===== src/common/dcm_params.svh =====
// parameter numbers, field positions and reset values of the drive control block
`ifndef DCM_PARAMS_SVH
`define DCM_PARAMS_SVH
// parameter numbers on the parameter access port
`define DCM_PAR_CTRL_WORD 11'd410
`define DCM_PAR_STATUS_WORD 11'd411
`define DCM_PAR_CTRL_SOURCE 11'd412
`define DCM_PAR_DS_SELECT 11'd414
`define DCM_PAR_ACTIVE_DS 11'd249
`define DCM_PAR_DIG_INPUTS 11'd250
`define DCM_PAR_WARNINGS 11'd270
`define DCM_PAR_CTRL_STATUS 11'd275
`define DCM_PAR_HYSTERESIS 11'd549
`define DCM_PAR_FAULT_REACT 11'd1143
`define DCM_PAR_INIT_POS 11'd1185
`define DCM_PAR_HOMING_MODE 11'd1130
// reset values and limits
`define DCM_SRC_RESET 16'h002C
`define DCM_SRC_MAX 16'h002C
`define DCM_DS_SEL_RESET 16'h0000
`define DCM_DS_SEL_MAX 16'h0005
`define DCM_DS_SEL_LOCKED 16'h0005
`define DCM_INIT_POS_HOLD 16'hFFFF
`define DCM_HYST_RESET 16'h0000
// status word bit positions
`define DCM_SW_VOLTAGE 4
`define DCM_SW_WARNING 7
`define DCM_SW_REMOTE 9
`define DCM_SW_TARGET 10
`define DCM_SW_LIMIT 11
`define DCM_SW_WARNING2 15
// control word bit positions
`define DCM_CW_SWITCH_ON 0
`define DCM_CW_FAULT_RESET 7
`define DCM_CW_VIRT_CW 11
`define DCM_CW_VIRT_CCW 12
`define DCM_CW_HOME_START 13
// homing mode field positions
`define DCM_HM_DIR_POS 0
`define DCM_HM_REVERSE 1
`endif


===== src/common/dcm_pkg.sv =====
// types shared by the drive control block
package dcm_pkg;
  typedef enum logic [1:0] {
    DCM_SRC_CONTACTS = 2'h0,
    DCM_SRC_STATE_MACHINE = 2'h1,
    DCM_SRC_REMOTE_CONTACTS = 2'h2,
    DCM_SRC_PANEL = 2'h3
  } dcm_src_t;
  typedef enum logic [3:0] {
    DCM_HS_IDLE = 4'h1,
    DCM_HS_SEARCH = 4'h2,
    DCM_HS_GOTO = 4'h4,
    DCM_HS_DONE = 4'h8
  } dcm_home_state_t;
endpackage


===== src/common/dcm_home_if.sv =====
// carrier between the top level and the homing sequencer
`timescale 1ns/1ns
interface dcm_home_if;
  logic start;
  logic dir_pos;
  logic reverse_en;
  logic hold_at_stop;
  logic home_sw;
  logic lim_pos;
  logic lim_neg;
  logic at_target;
  logic move_pos;
  logic move_neg;
  logic goto_pos;
  logic busy;
  logic homed;
  modport ctl (
    output start, dir_pos, reverse_en, hold_at_stop, home_sw, lim_pos, lim_neg, at_target,
    input move_pos, move_neg, goto_pos, busy, homed
  );
  modport hom (
    input start, dir_pos, reverse_en, hold_at_stop, home_sw, lim_pos, lim_neg, at_target,
    output move_pos, move_neg, goto_pos, busy, homed
  );
endinterface


===== src/hw/dcm_sync.sv =====
// two flip-flop synchroniser for a group of pin levels
`timescale 1ns/1ns
module dcm_sync #(
  parameter int WIDTH = 1
) (
  input wire logic clk_sys_i,
  input wire logic reset_n_i,
  input wire logic [WIDTH-1:0] async_i,
  output logic [WIDTH-1:0] sync_o
);
  logic [WIDTH-1:0] meta_reg;
  // first stage feeds only the second stage
  always_ff @(posedge clk_sys_i or negedge reset_n_i) begin
    if (!reset_n_i) begin
      meta_reg <= '0;
      sync_o <= '0;
    end else begin
      meta_reg <= async_i;
      sync_o <= meta_reg;
    end
  end
endmodule // dcm_sync


===== src/hw/dcm_homing.sv =====
// homing sequencer: search, optional reversal at a limit, then hold or move to start
`timescale 1ns/1ns
`include "dcm_params.svh"
module dcm_homing
  import dcm_pkg::*;
(
  input wire logic clk_sys_i,
  input wire logic reset_n_i,
  dcm_home_if.hom hif
);
  dcm_home_state_t state_reg, state_next;
  logic dir_reg, dir_next;
  logic homed_reg;
  wire hit_limit = dir_reg ? hif.lim_pos : hif.lim_neg;
  wire stop_here = hif.home_sw | (hit_limit & ~hif.reverse_en);
  // next state of the search
  always_comb begin
    state_next = state_reg;
    dir_next = dir_reg;
    case (state_reg)
      DCM_HS_IDLE, DCM_HS_DONE: begin
        if (hif.start) begin
          state_next = DCM_HS_SEARCH;
          dir_next = hif.dir_pos;
        end
      end
      DCM_HS_SEARCH: begin
        if (stop_here) begin
          state_next = hif.hold_at_stop ? DCM_HS_DONE : DCM_HS_GOTO;
        end else if (hit_limit) begin
          dir_next = ~dir_reg;
        end
      end
      DCM_HS_GOTO: begin
        if (hif.at_target) begin
          state_next = DCM_HS_DONE;
        end
      end
      default: begin
        state_next = DCM_HS_IDLE;
      end
    endcase
  end
  // state, direction and the homed flag
  always_ff @(posedge clk_sys_i or negedge reset_n_i) begin
    if (!reset_n_i) begin
      state_reg <= DCM_HS_IDLE;
      dir_reg <= 1'b0;
      homed_reg <= 1'b0;
    end else begin
      state_reg <= state_next;
      dir_reg <= dir_next;
      homed_reg <= (state_next == DCM_HS_DONE);
    end
  end
  // a new start drops the reference until the sequencer reaches done again
  assign hif.move_pos = (state_reg == DCM_HS_SEARCH) & dir_reg;
  assign hif.move_neg = (state_reg == DCM_HS_SEARCH) & ~dir_reg;
  assign hif.goto_pos = (state_reg == DCM_HS_GOTO);
  assign hif.busy = (state_reg == DCM_HS_SEARCH) | (state_reg == DCM_HS_GOTO);
  assign hif.homed = homed_reg;
endmodule // dcm_homing


===== src/hw/dcm_drive_ctl.sv =====
// drive control source, data sets, homing, limit lockout and status word
// Overview of operation
// - homing searches then stops at a switch
// - reverse at limit if mode asks and fault reaction is 0
// - homing starts from input, bus, auto
// - initial position -1 holds, else moves
// - only absolute moves need homing first
// - limit trip raises error, blocks direction
// - reset clears error only with both switches released
// - limit warning follows switch level
// - source selector 0..44, default 44
// - 0 uses pins, 2 uses control word
// - source selector stored per data set
// - selection 0 contacts, 1..4 forced
// - selection 5 contacts only while disabled
// - active data set readable as 1..4
// - enable input one needs both releases
// - status bit 4 shows mains present
// - status bit 7 flags any warning
// - status bit 10 target reached
// - status bit 11 internal limit active
// - status bit 15 imminent fault warning
`timescale 1ns/1ns
`include "dcm_params.svh"
module dcm_drive_ctl
  import dcm_pkg::*;
(
  input wire logic clk_sys_i,
  input wire logic reset_n_i,
  // parameter access port
  input wire logic par_wr_i,
  input wire logic par_rd_i,
  input wire logic [10:0] par_num_i,
  input wire logic [15:0] par_wdata_i,
  output logic [15:0] par_rdata_o,
  output logic par_ack_o,
  output logic par_err_o,
  // pins
  input wire logic torque_release_a_i,
  input wire logic torque_release_b_i,
  input wire logic start_cw_i,
  input wire logic start_ccw_i,
  input wire logic [1:0] ds_contacts_i,
  input wire logic limit_pos_i,
  input wire logic limit_neg_i,
  input wire logic home_switch_i,
  input wire logic home_start_in_i,
  input wire logic mains_ok_i,
  // internal drive logic
  input wire logic vel_pos_req_i,
  input wire logic vel_neg_req_i,
  input wire logic rel_pos_req_i,
  input wire logic abs_pos_req_i,
  input wire logic target_dir_pos_i,
  input wire logic at_target_i,
  input wire logic [15:0] reference_i,
  input wire logic [15:0] actual_i,
  input wire logic pf_zero_hz_i,
  input wire logic current_limit_i,
  input wire logic torque_limit_i,
  input wire logic overvolt_ctl_i,
  input wire logic [3:0] delayed_warn_i,
  input wire logic [11:0] warn_code_i,
  // drive commands and state
  output logic run_pos_o,
  output logic run_neg_o,
  output logic abs_start_o,
  output logic goto_init_o,
  output logic homed_o,
  output logic limit_error_o,
  output logic [15:0] status_word_o,
  output logic [2:0] active_ds_o
);
  // synchronised pins
  logic [10:0] pin_sync;
  logic sta, stb, cw_pin, ccw_pin, lim_p, lim_n, home_sw, home_di, mains;
  logic [1:0] ds_pin;
  dcm_sync #(.WIDTH(11)) u_sync (
    .clk_sys_i(clk_sys_i),
    .reset_n_i(reset_n_i),
    .async_i({torque_release_a_i, torque_release_b_i, start_cw_i, start_ccw_i,
              ds_contacts_i, limit_pos_i, limit_neg_i, home_switch_i,
              home_start_in_i, mains_ok_i}),
    .sync_o(pin_sync)
  );
  assign {sta, stb, cw_pin, ccw_pin, ds_pin, lim_p, lim_n, home_sw, home_di, mains} = pin_sync;

  // writable parameters and the data set index
  logic [15:0] ctrl_word_reg;
  logic [15:0] src_reg [4];
  logic [15:0] ds_sel_reg;
  logic [15:0] hyst_reg;
  logic [15:0] fault_react_reg;
  logic [15:0] init_pos_reg;
  logic [15:0] home_mode_reg;
  logic [1:0] ds_idx_reg;
  logic [1:0] ds_idx_next;

  wire wr_cw = par_wr_i & (par_num_i == `DCM_PAR_CTRL_WORD);
  wire wr_src = par_wr_i & (par_num_i == `DCM_PAR_CTRL_SOURCE);
  wire wr_dss = par_wr_i & (par_num_i == `DCM_PAR_DS_SELECT);
  wire wr_hys = par_wr_i & (par_num_i == `DCM_PAR_HYSTERESIS);
  wire wr_frc = par_wr_i & (par_num_i == `DCM_PAR_FAULT_REACT);
  wire wr_ini = par_wr_i & (par_num_i == `DCM_PAR_INIT_POS);
  wire wr_hmd = par_wr_i & (par_num_i == `DCM_PAR_HOMING_MODE);
  wire src_bad = wr_src & (par_wdata_i > `DCM_SRC_MAX);
  wire dss_bad = wr_dss & (par_wdata_i > `DCM_DS_SEL_MAX);

  // control word and plain settings
  always_ff @(posedge clk_sys_i or negedge reset_n_i) begin
    if (!reset_n_i) begin
      ctrl_word_reg <= 16'h0000;
      ds_sel_reg <= `DCM_DS_SEL_RESET;
      hyst_reg <= `DCM_HYST_RESET;
      fault_react_reg <= 16'h0001;
      init_pos_reg <= `DCM_INIT_POS_HOLD;
      home_mode_reg <= 16'h0000;
    end else begin
      if (wr_cw) ctrl_word_reg <= par_wdata_i;
      if (wr_dss && !dss_bad) ds_sel_reg <= par_wdata_i;
      if (wr_hys) hyst_reg <= par_wdata_i;
      if (wr_frc) fault_react_reg <= par_wdata_i;
      if (wr_ini) init_pos_reg <= par_wdata_i;
      if (wr_hmd) home_mode_reg <= par_wdata_i;
    end
  end

  always_ff @(posedge clk_sys_i or negedge reset_n_i) begin
    if (!reset_n_i) begin
      for (int i = 0; i < 4; i++) src_reg[i] <= `DCM_SRC_RESET;
    end else if (wr_src && !src_bad) begin
      src_reg[ds_idx_reg] <= par_wdata_i;
    end
  end

  // decoded control source of the active data set
  wire [15:0] src_val = src_reg[ds_idx_reg];
  wire src_contacts = (src_val == 16'h0000);
  wire src_sm = (src_val == 16'h0001);
  wire src_remote = (src_val == 16'h0002);
  dcm_src_t src_mode;
  assign src_mode = src_contacts ? DCM_SRC_CONTACTS :
                    src_sm ? DCM_SRC_STATE_MACHINE :
                    src_remote ? DCM_SRC_REMOTE_CONTACTS : DCM_SRC_PANEL;

  // drive enable: both releases plus switch-on bit
  logic run_pos_reg, run_neg_reg;
  wire enable_input_one = sta & stb & ctrl_word_reg[`DCM_CW_SWITCH_ON];
  wire drive_enabled = run_pos_reg | run_neg_reg;

  wire ds_forced = (ds_sel_reg >= 16'h0001) & (ds_sel_reg <= 16'h0004);
  wire ds_locked = (ds_sel_reg == `DCM_DS_SEL_LOCKED);
  assign ds_idx_next = ds_forced ? ds_sel_reg[1:0] - 2'h1 :
                       (ds_locked && drive_enabled) ? ds_idx_reg : ds_pin;

  // limit trip: direction lock held while switch active or error not reset
  logic lock_pos_reg, lock_neg_reg, err_reg, fr_prev_reg;
  wire fault_reset = ctrl_word_reg[`DCM_CW_FAULT_RESET] & ~fr_prev_reg;
  wire err_on = fault_react_reg != 16'h0000;
  always_ff @(posedge clk_sys_i or negedge reset_n_i) begin
    if (!reset_n_i) begin
      lock_pos_reg <= 1'b0;
      lock_neg_reg <= 1'b0;
      err_reg <= 1'b0;
      fr_prev_reg <= 1'b0;
    end else begin
      fr_prev_reg <= ctrl_word_reg[`DCM_CW_FAULT_RESET];
      // reset frees released side only; set wins
      lock_pos_reg <= lim_p | (lock_pos_reg & ~fault_reset);
      lock_neg_reg <= lim_n | (lock_neg_reg & ~fault_reset);
      err_reg <= (err_on & (lim_p | lim_n)) | (err_reg & ~fault_reset);
    end
  end

  // homing sequencer
  dcm_home_if hif ();
  logic abs_pending_reg;
  // input, bus bit, or automatic start
  wire home_bus = src_sm & ctrl_word_reg[`DCM_CW_HOME_START];
  wire auto_home = src_sm & abs_pos_req_i & ~hif.homed & ~hif.busy & ~abs_pending_reg;
  assign hif.start = ~hif.busy & (home_di | home_bus | auto_home);
  assign hif.dir_pos = home_mode_reg[`DCM_HM_DIR_POS];
  assign hif.reverse_en = home_mode_reg[`DCM_HM_REVERSE];
  assign hif.hold_at_stop = (init_pos_reg == `DCM_INIT_POS_HOLD);
  assign hif.home_sw = home_sw;
  assign hif.lim_pos = lim_p;
  assign hif.lim_neg = lim_n;
  assign hif.at_target = at_target_i;
  dcm_homing u_homing (
    .clk_sys_i(clk_sys_i),
    .reset_n_i(reset_n_i),
    .hif(hif)
  );

  // requested direction by control source
  wire cw_virt = ctrl_word_reg[`DCM_CW_VIRT_CW];
  wire ccw_virt = ctrl_word_reg[`DCM_CW_VIRT_CCW];
  wire sm_pos_move = src_sm & (rel_pos_req_i | (abs_pos_req_i & hif.homed));
  wire want_pos = hif.busy ? hif.move_pos :
                  src_contacts ? cw_pin :
                  src_remote ? cw_virt :
                  src_sm ? (vel_pos_req_i | (sm_pos_move & target_dir_pos_i)) : 1'b0;
  wire want_neg = hif.busy ? hif.move_neg :
                  src_contacts ? ccw_pin :
                  src_remote ? ccw_virt :
                  src_sm ? (vel_neg_req_i | (sm_pos_move & ~target_dir_pos_i)) : 1'b0;
  // homing search may run into the limit it is looking for; error blocks all moves, homing included
  wire free_run = enable_input_one & ~err_reg;
  wire run_pos_next = free_run & want_pos & ~want_neg & (~lock_pos_reg | hif.busy);
  wire run_neg_next = free_run & want_neg & ~want_pos & (~lock_neg_reg | hif.busy);

  // status word sources
  wire [16:0] diff = {reference_i[15], reference_i} - {actual_i[15], actual_i};
  wire [16:0] diff_abs = diff[16] ? (17'h00000 - diff) : diff;
  wire in_hyst = diff_abs <= {1'b0, hyst_reg};
  wire limit_warn = lim_p | lim_n;
  logic [15:0] sw_next;
  always_comb begin
    sw_next = 16'h0000;
    sw_next[`DCM_SW_VOLTAGE] = mains;
    sw_next[`DCM_SW_WARNING] = (|warn_code_i) | limit_warn | (|delayed_warn_i);
    sw_next[`DCM_SW_REMOTE] = src_sm;
    // target reached or zero after power failure
    sw_next[`DCM_SW_TARGET] = in_hyst | pf_zero_hz_i;
    sw_next[`DCM_SW_LIMIT] = current_limit_i | torque_limit_i | overvolt_ctl_i;
    sw_next[`DCM_SW_WARNING2] = |delayed_warn_i;
  end

  // readouts
  wire [15:0] warn_word = {limit_warn, delayed_warn_i != 4'h0, lim_n, lim_p, warn_code_i};
  wire [15:0] ctl_stat = {12'h000, err_reg, lock_neg_reg, lock_pos_reg, hif.homed};
  wire [15:0] dig_word = {10'h000, ds_pin, ccw_virt | ccw_pin, cw_virt | cw_pin,
                          enable_input_one, mains};
  logic [15:0] rd_mux;
  logic rd_hit;
  always_comb begin
    rd_hit = 1'b1;
    case (par_num_i)
      `DCM_PAR_CTRL_WORD: rd_mux = ctrl_word_reg;
      `DCM_PAR_STATUS_WORD: rd_mux = status_word_o;
      `DCM_PAR_CTRL_SOURCE: rd_mux = src_val;
      `DCM_PAR_DS_SELECT: rd_mux = ds_sel_reg;
      `DCM_PAR_ACTIVE_DS: rd_mux = {13'h0000, active_ds_o};
      `DCM_PAR_DIG_INPUTS: rd_mux = dig_word;
      `DCM_PAR_WARNINGS: rd_mux = warn_word;
      `DCM_PAR_CTRL_STATUS: rd_mux = ctl_stat;
      `DCM_PAR_HYSTERESIS: rd_mux = hyst_reg;
      `DCM_PAR_FAULT_REACT: rd_mux = fault_react_reg;
      `DCM_PAR_INIT_POS: rd_mux = init_pos_reg;
      `DCM_PAR_HOMING_MODE: rd_mux = home_mode_reg;
      default: begin
        rd_mux = 16'h0000;
        rd_hit = 1'b0;
      end
    endcase
  end
  // writes to readouts or unknown numbers are refused
  wire ro_num = (par_num_i == `DCM_PAR_STATUS_WORD) | (par_num_i == `DCM_PAR_ACTIVE_DS) |
                (par_num_i == `DCM_PAR_DIG_INPUTS) | (par_num_i == `DCM_PAR_WARNINGS) |
                (par_num_i == `DCM_PAR_CTRL_STATUS);
  wire acc_err = ~rd_hit | (par_wr_i & ro_num) | src_bad | dss_bad;

  // registered outputs
  always_ff @(posedge clk_sys_i or negedge reset_n_i) begin
    if (!reset_n_i) begin
      ds_idx_reg <= 2'h0;
      active_ds_o <= 3'h1;
      status_word_o <= 16'h0000;
      run_pos_reg <= 1'b0;
      run_neg_reg <= 1'b0;
      abs_pending_reg <= 1'b0;
      par_rdata_o <= 16'h0000;
      par_ack_o <= 1'b0;
      par_err_o <= 1'b0;
    end else begin
      ds_idx_reg <= ds_idx_next;
      active_ds_o <= {1'b0, ds_idx_next} + 3'h1;
      status_word_o <= sw_next;
      run_pos_reg <= run_pos_next;
      run_neg_reg <= run_neg_next;
      abs_pending_reg <= abs_pos_req_i & (abs_pending_reg | auto_home);
      par_rdata_o <= par_rd_i ? rd_mux : 16'h0000;
      par_ack_o <= par_rd_i | par_wr_i;
      par_err_o <= (par_rd_i | par_wr_i) & acc_err;
    end
  end

  // drive commands
  always_ff @(posedge clk_sys_i or negedge reset_n_i) begin
    if (!reset_n_i) begin
      abs_start_o <= 1'b0;
      goto_init_o <= 1'b0;
      homed_o <= 1'b0;
      limit_error_o <= 1'b0;
    end else begin
      abs_start_o <= src_sm & abs_pos_req_i & hif.homed & free_run;
      goto_init_o <= hif.goto_pos;
      homed_o <= hif.homed;
      limit_error_o <= err_reg;
    end
  end
  assign run_pos_o = run_pos_reg;
  assign run_neg_o = run_neg_reg;
endmodule // dcm_drive_ctl


===== config.mk =====
export PLATFORM = sky130hd
export DESIGN_NAME = dcm_drive_ctl
export DESIGN_NICKNAME = d
export VERILOG_FILES = /design/src/common/dcm_pkg.sv /design/src/common/dcm_home_if.sv /design/src/hw/dcm_sync.sv /design/src/hw/dcm_homing.sv /design/src/hw/dcm_drive_ctl.sv
export VERILOG_INCLUDE_DIRS = /design/src /design/src/common
export SDC_FILE = /design/constraint.sdc
export NUM_CORES = 1
export LEC_CHECK = 0
export BUFFER_PORTS_ARGS = -buffer_cell sky130_fd_sc_hd__buf_2
export CORE_ASPECT_RATIO = 1.1
export CORE_UTILIZATION = 55
export CTS_CLUSTER_DIAMETER = 80
export DETAILED_ROUTE_END_ITERATION = 10
export GPL_TIMING_DRIVEN = 0
export PLACE_DENSITY_LB_ADDON = 0.15
export RECOVER_POWER = 25
export SKIP_LAST_GASP = 1
export SLEW_MARGIN = 5
export SYNTH_ARGS = -nofsm -noshare
export SYNTH_HDL_FRONTEND = slang
export SYNTH_SLANG_ARGS = --single-unit

===== constraint.sdc =====
create_clock -name clk_sys_i -period 4.06 [get_ports clk_sys_i]
set_input_delay 0.406 -clock clk_sys_i [delete_from_list [all_inputs] [get_ports clk_sys_i]]
set_output_delay 0.406 -clock clk_sys_i [all_outputs]
set_load 0.05 [all_outputs]

Yosys cells after proc, flatten, opt, wreduce, memory -nomap -nowiden
Index checks and enable logic that the tools add are counted.
{"block": "classes", "n_reduce_logical": 15, "n_mux": 30, "eq_ne": 24, "n_lt_le_gt_ge": 7, "div_mod_pow": 0, "multipliers": 0, "n_bitwise": 87, "shift": 0, "addsub": 4}
{"cell": "one-hot mux 16 bit (12 select lines)", "count": 1}
{"cell": "equality test 11 x 9 -> 1 bit, second input constant", "count": 6}
{"cell": "bitwise mux 64 bit", "count": 1}
{"cell": "two-way mux 16 bit", "count": 4}
{"cell": "AND 1 bit", "count": 42}
{"cell": "equality test 11 bit, second input constant", "count": 3}
{"cell": "binary-select mux 16 bit (select 2 bit)", "count": 1}
{"cell": "demux 16 bit (select 2 bit)", "count": 1}
{"cell": "OR 1 bit", "count": 30}
{"cell": "OR reduction 12 bit", "count": 2}
{"cell": "equality test 11 x 8 -> 1 bit, second input constant", "count": 2}
{"cell": "less-or-equal comparator 17 x 16 -> 1 bit", "count": 1}
{"cell": "two-way mux 17 bit", "count": 1}
{"cell": "subtractor 1 x 17 -> 17 bit, first input constant", "count": 1}
{"cell": "subtractor 16 x 16 -> 17 bit", "count": 1}
{"cell": "equality test 16 x 1 -> 1 bit, second input constant", "count": 1}
{"cell": "equality test 16 bit, second input constant", "count": 1}
{"cell": "equality test 16 x 2 -> 1 bit, second input constant", "count": 1}
{"cell": "equality test 16 x 3 -> 1 bit, second input constant", "count": 1}
{"cell": "greater-or-equal comparator 16 x 1 -> 1 bit, second input constant", "count": 1}
{"cell": "greater-than comparator 16 x 3 -> 1 bit, second input constant", "count": 1}
{"cell": "greater-than comparator 16 x 6 -> 1 bit, second input constant", "count": 1}
{"cell": "less-or-equal comparator 16 x 3 -> 1 bit, second input constant", "count": 1}
{"cell": "logical NOT 16 bit", "count": 1}
{"cell": "26 further kinds", "count": 61}
{"block": "totals", "romBits": 0, "register_bits": 228, "inputBits": 100, "mem_bits_rw": 0, "n_memories": 0, "latch_bits": 0}

Longest topological paths before layout
{"block": "logic_depth", "depth_word": 15, "depth_mapped": 20, "ltp_nobuf": 19}

Modules after synthesis
A second synthesis with hierarchy kept.
{"block": "hier_totals", "cells_unflattened": 1000, "area_unflattened_um2": 11733.8}
{"module": "dcm_drive_ctl", "instances": 1, "cells_each": 935, "seq_area_each_um2": 5042.3, "area_each_um2": 10761.6}
{"module": "dcm_sync", "instances": 1, "cells_each": 22, "seq_area_each_um2": 550.5, "area_each_um2": 550.5}
{"module": "dcm_homing", "instances": 1, "cells_each": 43, "seq_area_each_um2": 151.4, "area_each_um2": 421.7}

Least setup slack after synthesis
Ideal clock, no wire load.
{"block": "synth_path", "kind": "input to register", "startpoint": "in reference_i[0]", "endpoint": "reg status_word_o[10]", "setup_ps": 88, "required_time_ps": 3972, "cell_stages": 20, "n_path_buf": 1, "setup_slack_ps": -190, "arrival_time_ps": 4162, "cell_sequence": "inv_1 > ha_1 > fa_1 > nor2b_1 > o211ai_1 > a2bb2oi_1 > a41o_1 > a41oi_1 > a31oi_1 > clkbuf_1 > nor2_1 > xor2_1 > ha_1 > nand4_1 > nor3_1 > a2111oi_0 > o21ai_1 > a41oi_1 > nor4_1 > a41oi_1"}
{"block": "synth_via", "elab_chain_cells": 5}
{"item": "start, declared", "line_no": "dcm_drive_ctl.sv:56", "rtl": "input wire logic [15:0] reference_i,"}
{"item": "subtractor 16 x 16 -> 17 bit *", "line_no": "dcm_drive_ctl.sv:213", "rtl": "wire [16:0] diff = {reference_i[15], reference_i} - {actual_i[15], actual_i};"}
{"item": "subtractor 1 x 17 -> 17 bit", "line_no": "dcm_drive_ctl.sv:214", "rtl": "wire [16:0] diff_abs = diff[16] ? (17'h00000 - diff) : diff;"}
{"item": "two-way mux 17 bit *", "line_no": "dcm_drive_ctl.sv:214"}
{"item": "less-or-equal comparator 17 x 16 -> 1 bit *", "line_no": "dcm_drive_ctl.sv:215", "rtl": "wire in_hyst = diff_abs <= {1'b0, hyst_reg};"}
{"item": "OR 1 bit *", "line_no": "dcm_drive_ctl.sv:224", "rtl": "sw_next[`DCM_SW_TARGET] = in_hyst | pf_zero_hz_i;"}
{"item": "net sw_next[10]", "line_no": "dcm_drive_ctl.sv:217", "rtl": "logic [15:0] sw_next;"}
{"item": "end signal, assigned", "line_no": "dcm_drive_ctl.sv:278", "rtl": "status_word_o <= sw_next;"}
{"item": "end, declared", "line_no": "dcm_drive_ctl.sv:71", "rtl": "output logic [15:0] status_word_o,"}
The timed path passes the listed nets; every way through them passes the cells marked *.
A chain may end at the register's enable or synchronous reset.

Worst setup path after layout
{"block": "layout_path", "startpoint": "reg ds_idx_reg[1]", "endpoint": "reg u_homing.dir_reg"}
{"block": "layout_via", "elab_chain_cells": 13}
{"item": "start, declared", "line_no": "dcm_drive_ctl.sv:96", "rtl": "logic [1:0] ds_idx_reg;"}
{"item": "start signal, assigned", "line_no": "dcm_drive_ctl.sv:276", "rtl": "ds_idx_reg <= ds_idx_next;"}
{"item": "NOT 2 -> 3 bit (implied by the code) *", "line_no": "dcm_drive_ctl.sv:137", "rtl": "wire [15:0] src_val = src_reg[ds_idx_reg];"}
{"item": "binary-select mux 16 bit (select 2 bit) *", "line_no": "dcm_drive_ctl.sv:137"}
{"item": "two-way mux 16 bit (implied by the code) * (2 in a row)", "line_no": "dcm_drive_ctl.sv:137"}
{"item": "equality test 16 x 1 -> 1 bit *", "line_no": "dcm_drive_ctl.sv:139", "rtl": "wire src_sm = (src_val == 16'h0001);"}
{"item": "AND 1 bit (4 in a row)", "line_no": "dcm_drive_ctl.sv:180", "rtl": "wire auto_home = src_sm & abs_pos_req_i & ~hif.homed & ~hif.busy & ~abs_pending_reg;"}
{"item": "OR 1 bit *", "line_no": "dcm_drive_ctl.sv:181", "rtl": "assign hif.start = ~hif.busy & (home_di | home_bus | auto_home);"}
{"item": "AND 1 bit *", "line_no": "dcm_drive_ctl.sv:181"}
{"item": "!= test 2 bit (no line) *"}
{"item": "AND reduction 4 bit (no line) *"}
{"item": "end signal, assigned", "line_no": "dcm_homing.sv:52", "rtl": "dir_reg <= dir_next;"}
{"item": "end, declared", "line_no": "dcm_homing.sv:12", "rtl": "logic dir_reg, dir_next;"}
Mark *: on every way between the ends. The rest lies on a longest branch, timed or not. The select of a mux whose other input is x is not followed.

==> metrics <==
die area=21400 sq um; largest fanout on the critical path=10; final instance area=about 14000 sq um; Req. time, crit path=about 4500 ps; Worst path max stage delay=630 ps; Antenna Cells=0; Worst Hold Path EP=u_sync.meta_reg[2]; Post-Synthesis Cells=981; vias in the first global route=roughly 8400; Core Region=about 20000 sq um; Lkg Pwr=~6.5 nW; Worst setup EP type=flip-flop; final hold vios=0; Yosys top cell area share=0.431; hold_ws=4.52 ps; Seq/Total Area, Yosys=0.502; worst r2r dst=u_homing.dir_reg; sequential cell area=~5700 sq um; Max-cap violations=1; R2R Setup Slk=between 200 and 300 ps; total power=5.43 mW; Vias=between 8000 and 9000; average wire per standard cell=slightly above 20 microns; HP Class=in -> reg; Die Y=153 microns; min cycle time layout=roughly 3800 ps; port bufs=between 100 and 150; Worst EP arrival=between 4000 and 5000 ps; Total GRT Usage=0.280; total CTS buffers=25; GRT overflow=0; area of the multi-input gates=5400 sq um; area leader, netlist=dfrtp_1; Max-slew headroom=-0.0475; P&R area growth vs syn=18.5%; Routed WL=29700 microns; slowest cell on the critical path=or4_4; status=finished, violations left; final clock skew=~13 ps; Root Buffer=clkbuf_16; DP Area=12500 sq um; first-pass GRT wire length=around 46000 microns; I/O pin cnt=about 140; largest net degree at the start of global routing=~110; Hold Startpoint=home_switch_i; Nets=~1300; worst hold stages=1; Max VDD drop=around 350 uV; Most used DFF post-synth=dfrtp_1; initial cell density of the core=0.568; GP Congestion=about 0.89; DRT Pass-1 Iters=7; Power Dens Cells=approximately 400 nW/um^2; Final Cycle Share=0.937; setup violators final=0; R2R cell count=10; # DRC=0; initial drt markers=668; commonest non-fill, non-tap cell in the layout=dfrtp_1; Peak Freq=~260 MHz; clock buffer depth=3; Slew Limit Fails=31; CTS tree=done; most frequent cells in the layout=dfrtp_1, buf_2, mux2_1; failing checks=capacitance limit, slew limit; TritonCTS Sinks=about 230; Largest register FFs=64; clock latency on the worst-skew pair=between 500 and 600 ps; H-Tree Depth=1; actual slew at the worst max-slew pin=1570 ps; CP Cell Sequence=clkbuf_1, buf_2, mux4_2, nor4_1, nand2_1, or4_4, o21bai_4, o21ai_2, o311a_1, a211o_1; vias per cell=about 6; fill count=~1600; Area contributors post-synth=dfrtp_1, mux2_1, dfstp_2, ha_1, mux4_2; synthesized area=11400 sq um; worst setup path category=reg -> reg; Rows=54; clk slew on worst S/H paths=roughly 60 ps; initial antenna violation count=0; Netlist cell types=75; fraction of registers with async set/reset=1.00; layout cells sized above 1=0.232; hpwl dp=roughly 22000 microns; CP Launch Type=flip-flop; r2r startpoint=ds_idx_reg[1]; DIE WIDTH=about 140 microns; EDFF count, synth=0; antenna-violating nets left=0; FF+latch count, synth=between 200 and 250; Warnings, synthesis=0; syn_area_per_cell=approximately 12 sq um
## worst max path at each step
stage	depth (start not counted)	slack, ps	start	to
after detailed placement	21	-700	reference_i[0]	status_word_o[10]
after global placement	1	-1240	reset_n_i	status_word_o[11]
final	10	260	ds_idx_reg[1]	u_homing.dir_reg
after floorplan	20	20	reference_i[0]	status_word_o[10]
after CTS	21	7	reference_i[0]	status_word_o[10]
after global routing	20	-4	reference_i[0]	status_word_o[10]
## report_power, final
part	switching, mW	total (mW)	internal [mW]
Clock	0.892	2.22	1.33
Sequential	0.0422	2.37	2.33
Combinational	0.503	0.832	0.329
Total	1.44	5.43	3.99
## metal layers
layer / wire [microns] / vias to the layer above / part of all wire / track usage
met4: 784 / 0 / 0.026 / 0.0790
met2: 14200 / 358 / 0.48 / 0.461
li1: - / 3970 / - / -
met3: 2070 / 54 / 0.070 / 0.0417
met5: 0 / - / 0 / 0
met1: 12600 / 4272 / 0.43 / 0.388
## final cells by class
| class | count | share of cell area |
|---|---|---|
| Timing Repair Buffer | 151 | 0.0636 |
| Clock inverter | 5 | 0.00424 |
| Sequential cell | 228 | 0.424 |
| Clock buffer | 41 | 0.0557 |
| Multi-Input combinational cell | 661 | 0.398 |
| Buffer | 49 | 0.0181 |
| Inverter | 50 | 0.0138 |
| Tap cell | 252 | 0.0232 |
## stage by stage
step           TNS [ps]  std cells  utilization  worst slack [ps]
3_3_place_gp    -241080       1373        0.619             -1240
4_1_cts               0       1433        0.670              7.47
2_1_floorplan         0        990            -              15.3
5_1_grt           -3.72       1437        0.674             -3.72
3_5_place_dp       -695       1377        0.623              -695
6_report              0       1437        0.674               256
## synth_stat cells (17+ instances only)
| master | n |
|---|---|
| nand2_1 | 47 |
| clkbuf_1 | 37 |
| mux2_1 | 108 |
| inv_1 | 48 |
| nor2_1 | 45 |
| dfstp_2 | 31 |
| nor4_1 | 17 |
| and2_1 | 28 |
| ha_1 | 37 |
| a21oi_1 | 28 |
| dfrtp_1 | 197 |
| nor2b_1 | 45 |
| a31oi_1 | 20 |
## what timing repair did
| item | in CTS | in global routing |
|---|---|---|
| setup buffers | 0 | 6 |
| hold endpoints to repair | 38 | 0 |
| resized for setup | 3 | 14 |
| hold buffers | 10 | 0 |
| endpoints found under the setup margin | 1 | 1 |
| pin swaps | 0 | 8 |
## logic make-up after synthesis
family | share of synthesized area
adder cells (fa/ha/maj) | 0.0422
buffers and inverters | 0.0378
AND/OR/NAND/NOR | 0.131
XOR/XNOR | 0.0184
multiplexers | 0.157
other | 0.000328
flip-flops | 0.502
AO/OA/AOI/OAI | 0.112
## worst max-delay path, delay by kind of cell (launching register included)
family	cells	cell delay, ps
multiplexers	1	400
buffers and inverters	2	930
AND/OR/NAND/NOR	3	1160
AO/OA/AOI/OAI	4	820
flip-flops	1	380
(Power assumes the default switching activity.)
